<file path="src/core/fsw_pkg.sv">
package fsw_pkg;

    typedef enum logic [2:0]
    {
        ST_IDLE = 3'b000,
        ST_CMD = 3'b001,
        ST_RD = 3'b010,
        ST_WR = 3'b011,
        ST_SKIP = 3'b100
    } fsw_state_t;

    localparam logic [7:0] OP_WREN = 8'h06;
    localparam logic [7:0] OP_WREN_VOL = 8'h50;
    localparam logic [7:0] OP_WRDI = 8'h04;
    localparam logic [7:0] OP_RDSR1 = 8'h05;
    localparam logic [7:0] OP_RDSR2 = 8'h35;
    localparam logic [7:0] OP_RDSR3 = 8'h15;
    localparam logic [7:0] OP_WRSR1 = 8'h01;
    localparam logic [7:0] OP_WRSR2 = 8'h31;
    localparam logic [7:0] OP_WRSR3 = 8'h11;
    localparam logic [7:0] OP_RD_UAB = 8'hC8;
    localparam logic [7:0] OP_WR_UAB = 8'hC5;
    localparam logic [7:0] OP_4B_ON = 8'hB7;
    localparam logic [7:0] OP_4B_OFF = 8'hE9;
    localparam logic [7:0] OP_PP = 8'h02;
    localparam logic [7:0] OP_QPP = 8'h32;
    localparam logic [7:0] OP_SE = 8'h20;
    localparam logic [7:0] OP_BE32 = 8'h52;
    localparam logic [7:0] OP_BE64 = 8'hD8;
    localparam logic [7:0] OP_CE = 8'hC7;
    localparam logic [7:0] OP_CE_ALT = 8'h60;
    localparam logic [7:0] OP_SEC_ER = 8'h44;
    localparam logic [7:0] OP_SEC_PG = 8'h42;

    // Writable bit masks per status register
    localparam logic [7:0] SR1_WR_MSK = 8'hFC;
    localparam logic [7:0] SR2_WR_MSK = 8'h7B;
    localparam logic [7:0] SR3_WR_MSK = 8'hE6;
    localparam logic [7:0] LOCK_MSK = 8'h38;
    localparam logic [7:0] PROT1_MSK = 8'h01;
    localparam logic [7:0] QUAD_EN_MSK = 8'h02;
    localparam int ADDR_MODE_BIT = 1;
    localparam logic [7:0] SR_RST = 8'h00;
    localparam logic [7:0] UAB_RST = 8'h00;

    localparam logic [4:0] CNT_BYTE = 5'h08;
    localparam logic [4:0] CNT_FULL = 5'h10;

    localparam int CLK_NS = 50;
    localparam int T_W_NS = 10000;
    localparam logic [7:0] T_W_CYC = 8'((T_W_NS + CLK_NS - 1) / CLK_NS);

endpackage

</file>
<file path="src/core/fsw_ctrl.sv">
`timescale 1ns/100ps
module fsw_ctrl
(
    // Clock, resets, enable
    input wire logic clk_sys,
    input wire logic sys_rst,
    input wire logic por_rst,
    input wire logic clk_en,
    // Serial link pins
    input wire logic cs_n_pin,
    input wire logic sclk_pin,
    input wire logic [3:0] io_pin_in,
    output logic [3:0] io_out_r,
    output logic [3:0] io_oe_r,
    // Neighbouring logic, same clock
    input wire logic quad_command_mode,
    input wire logic array_done,
    input wire logic addr_top_load,
    input wire logic [7:0] addr_top_in,
    // State seen by the rest of the device
    output logic write_enable_latch_r,
    output logic busy_r,
    output logic address_mode_status_r,
    output logic [7:0] status1_r,
    output logic [7:0] status2_r,
    output logic [7:0] status3_r,
    output logic [7:0] upper_address_byte_r,
    output logic [7:0] addr_top_r,
    output logic array_go_r,
    output logic [7:0] array_op_r
);

    function automatic logic [7:0] fsw_merge(input logic [7:0] old, input logic [7:0] d,
                                             input logic [7:0] msk, input logic [7:0] keep);
        fsw_merge = (old & ~msk) | (d & msk) | (old & keep);
    endfunction

    function automatic fsw_pkg::fsw_state_t fsw_decode(input logic [7:0] op);
        case (op)
            fsw_pkg::OP_RDSR1, fsw_pkg::OP_RDSR2, fsw_pkg::OP_RDSR3, fsw_pkg::OP_RD_UAB:
                fsw_decode = fsw_pkg::ST_RD;
            fsw_pkg::OP_WRSR1, fsw_pkg::OP_WRSR2, fsw_pkg::OP_WRSR3, fsw_pkg::OP_WR_UAB:
                fsw_decode = fsw_pkg::ST_WR;
            default:
                fsw_decode = fsw_pkg::ST_SKIP;
        endcase
    endfunction

    function automatic logic fsw_needs_latch(input logic [7:0] op);
        case (op)
            fsw_pkg::OP_PP, fsw_pkg::OP_QPP, fsw_pkg::OP_SE, fsw_pkg::OP_BE32, fsw_pkg::OP_BE64,
            fsw_pkg::OP_CE, fsw_pkg::OP_CE_ALT, fsw_pkg::OP_SEC_ER, fsw_pkg::OP_SEC_PG:
                fsw_needs_latch = 1'b1;
            default:
                fsw_needs_latch = 1'b0;
        endcase
    endfunction

    logic rst;
    logic cs_s1, cs_s2, cs_s3;
    logic sck_s1, sck_s2, sck_s3;
    logic [3:0] io_s1, io_s2;
    logic sck_rise, sck_fall, cs_end, quad;
    fsw_pkg::fsw_state_t st_r;
    logic [4:0] cnt_r, cnt_nxt, step;
    logic [7:0] sh_r, sh_nxt, op_r, d0_r, d1_r;
    logic vol_arm_r;
    logic [7:0] nv1_r, nv2_r, nv3_r;
    logic [7:0] bcnt_r;
    logic [2:0] txc_r;
    logic [7:0] tx_r, tx_byte, live;
    logic fr_simple, fr_wr, is_sr, two_byte, wr_done;
    logic ev_wren, ev_wrdi, ev_vol, ev_srn, ev_srv, ev_uab, ev_arr;
    logic [7:0] sr1_new, sr2_new, sr3_new, sr2_msk, sr2_keep;

    assign rst = sys_rst | por_rst;
    assign quad = quad_command_mode;

    // Pins cross into clk_sys; data is taken from the second stage, edges from the second and third
    always_ff @(posedge clk_sys)
    begin
        if (rst)
        begin
            cs_s1 <= 1'b1;
            cs_s2 <= 1'b1;
            cs_s3 <= 1'b1;
            sck_s1 <= 1'b0;
            sck_s2 <= 1'b0;
            sck_s3 <= 1'b0;
            io_s1 <= 4'h0;
            io_s2 <= 4'h0;
        end
        else if (clk_en)
        begin
            cs_s1 <= cs_n_pin;
            cs_s2 <= cs_s1;
            cs_s3 <= cs_s2;
            sck_s1 <= sclk_pin;
            sck_s2 <= sck_s1;
            sck_s3 <= sck_s2;
            io_s1 <= io_pin_in;
            io_s2 <= io_s1;
        end
    end

    assign sck_rise = sck_s2 & ~sck_s3 & ~cs_s2;
    assign sck_fall = ~sck_s2 & sck_s3 & ~cs_s2;
    assign cs_end = cs_s2 & ~cs_s3;
    assign step = quad ? 5'h04 : 5'h01;
    assign cnt_nxt = cnt_r + step;
    assign sh_nxt = quad ? {sh_r[3:0], io_s2} : {sh_r[6:0], io_s2[0]};

    // Command and data shifter, sampled on link rising edges
    always_ff @(posedge clk_sys)
    begin
        if (rst)
        begin
            st_r <= fsw_pkg::ST_IDLE;
            cnt_r <= 5'h00;
            sh_r <= 8'h00;
            op_r <= 8'h00;
            d0_r <= 8'h00;
            d1_r <= 8'h00;
        end
        else if (clk_en)
        begin
            if (cs_s2)
            begin
                st_r <= fsw_pkg::ST_IDLE;
            end
            else if (st_r == fsw_pkg::ST_IDLE)
            begin
                st_r <= fsw_pkg::ST_CMD;
                cnt_r <= 5'h00;
            end
            else if (sck_rise && st_r == fsw_pkg::ST_CMD)
            begin
                sh_r <= sh_nxt;
                cnt_r <= cnt_nxt;
                if (cnt_nxt == fsw_pkg::CNT_BYTE)
                begin
                    op_r <= sh_nxt;
                    cnt_r <= 5'h00;
                    st_r <= fsw_decode(sh_nxt);
                end
            end
            else if (sck_rise && st_r == fsw_pkg::ST_WR && cnt_r != fsw_pkg::CNT_FULL)
            begin
                sh_r <= sh_nxt;
                cnt_r <= cnt_nxt;
                if (cnt_nxt == fsw_pkg::CNT_BYTE)
                begin
                    d0_r <= sh_nxt;
                end
                if (cnt_nxt == fsw_pkg::CNT_FULL)
                begin
                    d1_r <= sh_nxt;
                end
            end
        end
    end

    // Frame-end events; every write acts only when chip select rises
    assign fr_simple = cs_end && st_r == fsw_pkg::ST_SKIP;
    assign fr_wr = cs_end && st_r == fsw_pkg::ST_WR && cnt_r >= fsw_pkg::CNT_BYTE && !busy_r;
    assign is_sr = op_r == fsw_pkg::OP_WRSR1 || op_r == fsw_pkg::OP_WRSR2 || op_r == fsw_pkg::OP_WRSR3;
    assign two_byte = op_r == fsw_pkg::OP_WRSR1 && cnt_r == fsw_pkg::CNT_FULL;
    assign ev_wren = fr_simple && op_r == fsw_pkg::OP_WREN && !busy_r;
    assign ev_wrdi = fr_simple && op_r == fsw_pkg::OP_WRDI;
    assign ev_vol = fr_simple && op_r == fsw_pkg::OP_WREN_VOL && !busy_r;
    assign ev_srv = fr_wr && is_sr && vol_arm_r;
    assign ev_srn = fr_wr && is_sr && !vol_arm_r && write_enable_latch_r;
    assign ev_uab = fr_wr && op_r == fsw_pkg::OP_WR_UAB && write_enable_latch_r;
    assign ev_arr = fr_simple && fsw_needs_latch(op_r) && write_enable_latch_r && !busy_r;
    assign wr_done = busy_r && bcnt_r == 8'h01;

    // Volatile arm lasts exactly until the next frame ends
    always_ff @(posedge clk_sys)
    begin
        if (rst)
        begin
            vol_arm_r <= 1'b0;
        end
        else if (clk_en)
        begin
            if (ev_vol)
            begin
                vol_arm_r <= 1'b1;
            end
            else if (cs_end)
            begin
                vol_arm_r <= 1'b0;
            end
        end
    end

    // Set wins over a clear arriving in the same cycle
    always_ff @(posedge clk_sys)
    begin
        if (rst)
        begin
            write_enable_latch_r <= 1'b0;
        end
        else if (clk_en)
        begin
            if (ev_wren)
            begin
                write_enable_latch_r <= 1'b1;
            end
            else if (ev_wrdi || wr_done || array_done)
            begin
                write_enable_latch_r <= 1'b0;
            end
        end
    end

    // Self-timed non-volatile write cycle
    always_ff @(posedge clk_sys)
    begin
        if (rst)
        begin
            busy_r <= 1'b0;
            bcnt_r <= 8'h00;
        end
        else if (clk_en)
        begin
            if (ev_srn)
            begin
                busy_r <= 1'b1;
                bcnt_r <= fsw_pkg::T_W_CYC;
            end
            else if (busy_r)
            begin
                bcnt_r <= bcnt_r - 8'h01;
                busy_r <= !wr_done;
            end
        end
    end

    assign sr2_msk = quad ? (fsw_pkg::SR2_WR_MSK & ~fsw_pkg::QUAD_EN_MSK) : fsw_pkg::SR2_WR_MSK;
    assign sr2_keep = fsw_pkg::LOCK_MSK | (vol_arm_r ? fsw_pkg::PROT1_MSK : 8'h00);
    assign sr1_new = fsw_merge(status1_r, d0_r, fsw_pkg::SR1_WR_MSK, 8'h00);
    assign sr2_new = fsw_merge(status2_r, two_byte ? d1_r : d0_r, sr2_msk, sr2_keep);
    assign sr3_new = fsw_merge(status3_r, d0_r, fsw_pkg::SR3_WR_MSK, 8'h00);

    // Stored copy survives sys_rst; only power-up wipes it
    always_ff @(posedge clk_sys)
    begin
        if (por_rst)
        begin
            nv1_r <= fsw_pkg::SR_RST;
            nv2_r <= fsw_pkg::SR_RST;
            nv3_r <= fsw_pkg::SR_RST;
        end
        else if (clk_en && ev_srn)
        begin
            nv1_r <= (op_r == fsw_pkg::OP_WRSR1) ? sr1_new : nv1_r;
            nv2_r <= (op_r == fsw_pkg::OP_WRSR2 || two_byte) ? sr2_new : nv2_r;
            nv3_r <= (op_r == fsw_pkg::OP_WRSR3) ? sr3_new : nv3_r;
        end
    end

    // Active status values; volatile writes touch only these
    always_ff @(posedge clk_sys)
    begin
        if (por_rst)
        begin
            status1_r <= fsw_pkg::SR_RST;
            status2_r <= fsw_pkg::SR_RST;
            status3_r <= fsw_pkg::SR_RST;
        end
        else if (sys_rst)
        begin
            status1_r <= nv1_r;
            status2_r <= nv2_r;
            status3_r <= nv3_r;
        end
        else if (clk_en && (ev_srn || ev_srv))
        begin
            status1_r <= (op_r == fsw_pkg::OP_WRSR1) ? sr1_new : status1_r;
            status2_r <= (op_r == fsw_pkg::OP_WRSR2 || two_byte) ? sr2_new : status2_r;
            status3_r <= (op_r == fsw_pkg::OP_WRSR3) ? sr3_new : status3_r;
        end
    end

    always_ff @(posedge clk_sys)
    begin
        if (por_rst)
        begin
            address_mode_status_r <= fsw_pkg::SR_RST[fsw_pkg::ADDR_MODE_BIT];
        end
        else if (sys_rst)
        begin
            address_mode_status_r <= nv3_r[fsw_pkg::ADDR_MODE_BIT];
        end
        else if (clk_en && fr_simple)
        begin
            if (op_r == fsw_pkg::OP_4B_ON)
            begin
                address_mode_status_r <= 1'b1;
            end
            else if (op_r == fsw_pkg::OP_4B_OFF)
            begin
                address_mode_status_r <= 1'b0;
            end
        end
    end

    // Upper address byte and the top byte offered to the array
    always_ff @(posedge clk_sys)
    begin
        if (rst)
        begin
            upper_address_byte_r <= fsw_pkg::UAB_RST;
            addr_top_r <= fsw_pkg::UAB_RST;
        end
        else if (clk_en)
        begin
            if (ev_uab)
            begin
                upper_address_byte_r <= d0_r;
            end
            else if (address_mode_status_r && addr_top_load)
            begin
                upper_address_byte_r <= addr_top_in;
            end
            addr_top_r <= address_mode_status_r ? addr_top_in : upper_address_byte_r;
        end
    end

    // Launch for array operations; the array engine reports back on array_done
    always_ff @(posedge clk_sys)
    begin
        if (rst)
        begin
            array_go_r <= 1'b0;
            array_op_r <= 8'h00;
        end
        else if (clk_en)
        begin
            array_go_r <= ev_arr;
            if (ev_arr)
            begin
                array_op_r <= op_r;
            end
        end
    end

    // Live view reloaded every byte so a polled busy bit is current
    always_comb
    begin
        case (op_r)
            fsw_pkg::OP_RDSR1: live = {status1_r[7:2], write_enable_latch_r, busy_r};
            fsw_pkg::OP_RDSR2: live = status2_r;
            fsw_pkg::OP_RDSR3: live = {status3_r[7:1], address_mode_status_r};
            default: live = upper_address_byte_r;
        endcase
    end

    assign tx_byte = (txc_r == 3'h0) ? live : tx_r;

    always_ff @(posedge clk_sys)
    begin
        if (rst)
        begin
            io_out_r <= 4'h0;
            io_oe_r <= 4'h0;
            txc_r <= 3'h0;
            tx_r <= 8'h00;
        end
        else if (clk_en)
        begin
            if (st_r != fsw_pkg::ST_RD)
            begin
                io_oe_r <= 4'h0;
                txc_r <= 3'h0;
            end
            else if (sck_fall)
            begin
                io_oe_r <= quad ? 4'hF : 4'h2;
                io_out_r <= quad ? tx_byte[7:4] : {2'b00, tx_byte[7], 1'b0};
                tx_r <= quad ? {tx_byte[3:0], 4'h0} : {tx_byte[6:0], 1'b0};
                txc_r <= txc_r + (quad ? 3'h4 : 3'h1);
            end
        end
    end
endmodule // fsw_ctrl

</file>
<file path="config.mk">
export PLATFORM = sky130hd
export DESIGN_NAME = fsw_ctrl
export DESIGN_NICKNAME = d
export VERILOG_FILES = /design/src/core/fsw_pkg.sv /design/src/core/fsw_ctrl.sv
export SDC_FILE = /design/constraint.sdc
export NUM_CORES = 1
export LEC_CHECK = 0
export BUFFER_PORTS_ARGS = -buffer_cell sky130_fd_sc_hd__buf_2
export CAP_MARGIN = 20
export CORE_MARGIN = 2
export CORE_UTILIZATION = 57
export DETAILED_ROUTE_END_ITERATION = 8
export GPL_TIMING_DRIVEN = 0
export PLACE_DENSITY = 0.78
export SLEW_MARGIN = 20
export SYNTH_ARGS = -nofsm -noshare
export SYNTH_HDL_FRONTEND = slang
export SYNTH_SLANG_ARGS = --single-unit
</file>
<file path="constraint.sdc">
create_clock -name clk_sys -period 3.15 [get_ports clk_sys]
set_input_delay 0 -clock clk_sys [delete_from_list [all_inputs] [get_ports clk_sys]]
set_output_delay 0 -clock clk_sys [all_outputs]
set_load 0.05 [all_outputs]
</file>
After elaboration in Yosys (flattened, before gate mapping)
Index checks and enable logic that the tools add are counted.
{"block": "word_totals", "register_bits": 157, "in_bits": 21, "output_inout_bits": 60}
{"block": "op_classes", "n_addsub": 3, "n_lt_le_gt_ge": 1, "eq_ne": 38, "n_mux": 51, "bitwise": 21, "reduce_logical": 76}
{"operator": "$mux 8", "count": 18}
{"operator": "$eq 8x8->1 const B", "count": 7}
{"operator": "$eq 8x6->1 const B", "count": 6}
{"operator": "$eq 8x7->1 const B", "count": 5}
{"operator": "$eq 8x3->1 const B", "count": 4}
{"operator": "$eq 8x5->1 const B", "count": 4}
{"operator": "$logic_and 1x1->1", "count": 27}
{"operator": "$reduce_and 2->1", "count": 13}
{"operator": "$eq 8x1->1 const B", "count": 3}
{"operator": "$mux 3", "count": 8}
{"operator": "$pmux 8 s3", "count": 1}
{"operator": "$reduce_bool 2->1", "count": 11}
{"operator": "$mux 5", "count": 4}
{"operator": "$mux 4", "count": 4}
{"operator": "$or 8x8->8", "count": 2}
{"operator": "$mux 7", "count": 2}
{"operator": "$mux 1", "count": 12}
{"operator": "$reduce_and 6->1", "count": 2}
{"operator": "$reduce_bool 3->1", "count": 4}
{"operator": "$eq 5x5->1 const B", "count": 2}
{"operator": "$reduce_and 3->1", "count": 3}
{"operator": "$reduce_or 9->1", "count": 1}
{"operator": "$and 8x6->8", "count": 1}
{"operator": "$and 8x7->8", "count": 1}
{"operator": "26 further kinds", "count": 45}

Depth between registers and ports, before layout
Gate-level depths: netlist of run 1.
{"block": "logic_depth", "ltp_word": 12, "ltp_mapped": 11, "ltp_nobuf": 8}

Worst setup path before layout of run 1
No wires, ideal clock.
{"block": "synth_path", "path_type": "input to register", "startpoint": "in quad_command_mode", "endpoint": "reg op_r[1]", "setup_time_ps": 72, "arrival_time_ps": 2275, "t_required_ps": 3078, "slack_ps": 804, "stages": 11, "n_path_buf": 3, "path_cell_list": "buf_2 buf_2 inv_1 ha_1 ha_1 xor2_1 or4_1 nor4_2 and2_1 buf_4 mux2i_1"}
{"block": "synth_between", "elab_chain_len": 4, "word_cells_on_any_way": 5, "classes_between": "1 x add/sub; 1 x eq/ne; 2 x mux; 1 x reduce/logical"}
{"element": "start: declaration", "line_no": "fsw_ctrl.sv:16", "source": "input wire logic quad_command_mode,"}
{"element": "$mux 3", "line_no": "fsw_ctrl.sv:109", "source": "assign step = quad ? 5'h04 : 5'h01;"}
{"element": "$add 5x3->5", "line_no": "fsw_ctrl.sv:110", "source": "assign cnt_nxt = cnt_r + step;"}
{"element": "$eq 5x4->1", "line_no": "fsw_ctrl.sv:140", "source": "if (cnt_nxt == fsw_pkg::CNT_BYTE)"}
{"element": "$reduce_and 5->1 (no source line)"}
{"element": "end signal: assignment", "line_no": "fsw_ctrl.sv:142", "source": "op_r <= sh_nxt;"}
{"element": "end: declaration", "line_no": "fsw_ctrl.sv:66", "source": "logic [7:0] sh_r, sh_nxt, op_r, d0_r, d1_r;"}
Parallel ways exist; a longest one is shown, timed or not.
A chain may end at the register's enable or synchronous reset.

Final worst setup path of run 1
{"block": "layout_path", "startpoint": "in quad_command_mode", "endpoint": "reg op_r[4]"}
The elaborated chain is that of the path after synthesis.

==> results.tsv, run 1 <==
metric	value	unit
status	finished clean	
die_area	13800	um2
synth_top_area_share	41.3	%
grt_pass1_vias	6172	
cts_buffers	17	
crit_path_start_kind	input port	
endpoint_kind	register	
skew	8.32	ps
cp_max_fo	10	
post-route-min-period	2570	ps
rsz0062_at_grt	false	
viasPerCell	6.02	
tns	0	ps
multi_input_area	4000	um2
clock_latency	440	ps
layout.nets	952	
grt_usage	30.3	%
setup_viol	0	
cts_root_buffer	clkbuf_16	
syn_nets	839	
ant_nets	0	
p_per_area	471	nW/um2
vias	6681	
die_height	118	um
synth_area	7370	um2
synth_fa_ha_area_share	1.19	%
fmax	390	MHz
fin_area	8670	um2
antennaDiodeCount	0	
slew_viol_final	0	
cts_buffer_depth	2	
regArea	3040	um2
reg2reg_depth	6	
synth_area_leaders	dfxtp_1, mux2i_1, nor2_1	
synth_xor_xnor_area_share	1.07	%
pin_count	81	
critPathKind	input port to register	
totalPowerFinal	4.08	mW
finalCritPeriodShare	81.4	%
whs	24.6	ps
muxShareOfSynthArea	16.0	%
postCtsSetupBuffers	0	
die_x	118	um
yosys_warnings	0	
htree_levels	4	
max_slew_margin	39.5	%
dp_hpwl	14800	um
seq_area_frac_synth	41.3	%
initial_utilization	58.4	%
synth_common_cells	dfxtp_1, nor2_1, mux2i_1, nand2_1, a21oi_1	
wl	21000	um
arrival	2930	ps
grt_use_met3	5.57	%
synth_compound_area_share	13.4	%
leakage	3.70	nW
antenna_found_initial	0	
met2_usage	45.8	%
top_usage_layer	met2	
required	3510	ps
syn_to_final_growth	17.8	%
core_area	12600	um2
port_buffers	79	
dp.cells	1062	
synth_simple_gate_area_share	22.5	%
ys_types	73	
cts.clk_slew.worst_paths	60	ps
grt_pass1_wl	33200	um
avgSynthCellArea	9.08	um2
ys_ff_latch	152	
synthCells	811	
hold_viol	0	
grt_max_degree	17	
final_core_util	68.7	%
gp_congestion	0.956	
drt_iter0_drc	700	
place_area	7980	um2
max_cap_viol_count	0	
synth_top_family_by_area	simple AND/OR/NAND/NOR gates	
drc	0	
worst_slack	585	ps
cts_tree	built	
use_met1	41.6	%
overflow	0	
wl_per_cell	18.9	um
fp-row-count	41	
drive_gt1_share	19.2	%
holdPathStages	3	
worstHoldPathType	input port to register	
fillers	1076	
clock-sinks	152	
drt_pass1_iterations	8	
ir_worst_vdd	386	uV
synth_area_leader_cell	dfxtp_1	
tightestPinTransition	908	ps
async_flop_share	0	%
yosysMostFrequentCell	dfxtp_1	
pre_cts_slack	212	ps
synthFlopType	dfxtp_1	
stdcell_count	1109	
synth_edf_count	0	
==> kinds of logic after synthesis <==
logic type,Yosys count
buffers and inverters,73
muxes,116
DFF,152
and+or+nand+nor,313
adders and majority gates,7
AOI/OAI and AO/OA,141
xor gates and xnor gates,9
==> final timing paths <==
kind                     startpoint      endpoint  slack (ps)
setup / recovery  quad_command_mode       op_r[4]         580
setup reg to reg           cnt_r[2]       d1_r[1]         660
hold reg to reg         io_out_r[3]   io_out_r[3]         450
hold / removal              por_rst  status2_r[6]          20
==> registers in the layout, indices dropped and copies added, names as in the netlist, 2 cells and up <==
name,cells
d0_r,8
st_r,3
addr_top_r,8
sh_r,7
upper_address_byte_r,8
io_oe_r,2
txc_r,3
bcnt_r,8
cnt_r,5
status2_r,8
op_r,8
nv2_r,8
io_s1,4
nv3_r,8
io_s2,4
status1_r,8
array_op_r,8
tx_r,7
status3_r,8
nv1_r,8
io_out_r,4
d1_r,6
==> layout make-up <==
class | count | area share (%)
buffer | 57 | 3.09
clock buffer | 20 | 5.38
clock inverter | 12 | 0.865
inverter | 16 | 0.692
multi-input combinational | 586 | 46.1
sequential | 152 | 35.1
tap | 172 | 2.48
timing repair buffer | 94 | 6.29
==> cells in the final DEF (no fill, tap or decap), drive strengths merged, types with 4 or more instances in the layout <==
cell type / Yosys / final
nor4: 9 / 9
a221oi: 9 / 9
or2: 10 / 10
nand2: 56 / 56
o21ai: 16 / 16
a31oi: 9 / 9
nand2b: 9 / 9
nor4b: 6 / 6
xnor2: 5 / 5
mux2i: 101 / 101
a211oi: 26 / 26
nor2: 119 / 119
and2: 4 / 4
clkinv: 1 / 9
nor3: 26 / 26
a22oi: 8 / 8
or3: 7 / 7
nand4: 15 / 15
o221ai: 6 / 6
dlygate4sd3: 0 / 15
o211ai: 5 / 5
xor2: 4 / 4
a21oi: 35 / 35
ha: 7 / 7
nand4b: 4 / 4
and3: 8 / 8
clkbuf: 29 / 49
nor2b: 5 / 5
dfxtp: 152 / 152
inv: 15 / 16
or4b: 5 / 5
mux2: 15 / 15
nand3: 14 / 14
buf: 28 / 107
==> where the power goes <==
group | total, mW | internal, mW | switching [mW] | leakage (nW)
Sequential | 1.95 | 1.94 | 0.0147 | 1.23
Combinational | 0.253 | 0.0769 | 0.176 | 2.20
Clock | 1.88 | 1.06 | 0.816 | 0.268
Total | 4.08 | 3.08 | 1.01 | 3.70
==> what timing repair did <==
action	in CTS	in global routing
endpoints found under the hold margin	15	0
hold buffers	15	0
gates resized for setup	0	0
==> per-layer routing <==
layer | wire [um] | vias up
met3 | 1580 | 56
met4 | 721 | 0
met2 | 9390 | 271
met1 | 9270 | 3182
li1 | - | 3172
met5 | 0 | -
==> worst max-delay path, stage by stage <==
cell and delay (ps):
buf_2 100, buf_2 190, buf_2 300, inv_1 260, ha_1 290, ha_1 240, xor2_1 190, or4_1 480
nor4_2 310, and2_1 180, buf_4 180, mux2i_1 200
Note: power is estimated with default switching activity, not from simulation.
==> inputs of run 2 (changes only) <==
Clock period 3.15 ns to 2.6 ns, I/O delays scaled along.
==> run 2 against run 1 <==
Clock skew shrank 0.73 ps. Combinational power grew 23%. Critical path type is now register to register. Cell area grew 0.33%. Sequential power grew 22%. Global-route usage is the same. Clock-buffer cell count is the same. Via count is essentially flat. Non-clock buffer count grew 3. First-iteration DRC count shrank 9.0%. Routed wire length grew 0.11%.
==> results.tsv, run 2 (same netlist as run 1, synthesis figures left out) <==
metric	value	unit
status	finished clean	
htree_levels	4	
max_slew_margin	37.0	%
cts_buffers	17	
holdPathStages	3	
cts_tree	built	
setup_viol	0	
vias	6682	
port_buffers	79	
pin_count	81	
critPathTopFamily	simple AND/OR/NAND/NOR gates	
ant_nets	0	
tns	0	ps
ir_worst_vdd	468	uV
final_common_cell	dfxtp_1	
crit_path_cell_trace	nor4b_4, and4_1, nor4bb_1, buf_2, nor4b_1, a311o_1	
required	2920	ps
reg2reg_depth	6	
syn_to_final_growth	18.2	%
overflow	0	
totalPowerFinal	4.95	mW
clock-sinks	152	
rsz0062_at_grt	false	
core_area	12600	um2
critPathKind	register to register	
drt_pass1_iterations	6	
die_x	118	um
cts_root_buffer	clkbuf_16	
drive_gt1_share	19.6	%
wl	21000	um
cts.clk_slew.worst_paths	60	ps
slowest_stage	dfxtp_1	
fp-row-count	41	
antennaDiodeCount	0	
fmax	414	MHz
dp_hpwl	14800	um
fillers	1071	
finalCritPeriodShare	92.8	%
path_buf_inv	1	
clock_latency	430	ps
skew	7.59	ps
cp.depth	6	
die_area	13800	um2
post-route-min-period	2410	ps
drt_iter0_drc	637	
p_per_area	568	nW/um2
max_cap_viol_count	0	
arrival	2730	ps
endpoint_kind	register	
crit_path_start_kind	register	
worst_slack	186	ps
worstHoldPathType	input port to register	
whs	23.7	ps
grt_pass1_vias	6172	
hold_viol	0	
cts_buffer_depth	2	
grt_pass1_wl	33200	um
gp_congestion	0.956	
drc	0	
stdcell_count	1112	
cp_max_fo	9	
leakage	3.71	nW
slowest_delay	530	ps
dp.cells	1062	
layout.nets	955	
die_height	118	um
mostFrequentLayoutCells	dfxtp_1, nor2_1, mux2i_1	
grt_usage	30.3	%
initial_utilization	58.4	%
viasPerCell	6.01	
pre_cts_slack	-338	ps
tightestPinTransition	945	ps
grt_max_degree	17	
slew_viol_final	0	
antenna_found_initial	0	
wl_per_cell	18.9	um
==> run 2: metrics by stage <==
| step | area, um2 | utilization [%] |
|---|---|---|
| after floorplan | 7370 | - |
| after detailed placement | 7980 | 63.2 |
| after CTS | 8670 | 68.7 |
| after global routing | 8700 | 69.0 |
| final | 8700 | 69.0 |
| after global placement | 7980 | 63.2 |
==> run 2: worst min-delay path, delay by kind of cell <==
kind | cells | cell delay, ps
AO/OA/AOI/OAI | 1 | 170
buffers and inverters | 2 | 250
==> run 2: cell type report <==
| cell class | instances | area [um2] | area share [%] |
|---|---|---|---|
| Clock buffer | 20 | 467 | 5.36 |
| Inverter | 16 | 63.8 | 0.733 |
| Tap cell | 172 | 215 | 2.47 |
| Timing Repair Buffer | 97 | 568 | 6.53 |
| Multi-Input combinational cell | 586 | 4000 | 46.0 |
| Sequential cell | 152 | 3040 | 35.0 |
| Clock inverter | 12 | 75.1 | 0.863 |
| Buffer | 57 | 270 | 3.11 |
==> run 2: worst paths after layout <==
kind,startpoint,end,slack (ps)
worst min register to register,io_out_r[3],io_out_r[3],450
worst max register to register,op_r[0],status2_r[0],190
worst max-delay path,op_r[0],status2_r[0],190
worst min-delay path,por_rst,status2_r[6],20
==> run 2: repair_timing <==
action / in CTS / in global routing
gates resized for setup: 0 / 2
hold buffers: 15 / 0
hold endpoints to repair: 15 / 0
setup buffers: 0 / 3
setup endpoints to repair: 0 / 14
==> run 2: routing by layer <==
metal	share of wire, %	vias up	GRT usage, %
met3	7.6	49	5.57
met5	0	-	0
li1	-	3187	-
met2	45	272	45.8
met1	44	3174	41.6
met4	3.3	0	15.1
==> run 2: where the power goes <==
group,switching (mW),internal (mW)
logic,0.215,0.0957
clock network,0.986,1.28
registers,0.0177,2.35
total,1.22,3.73
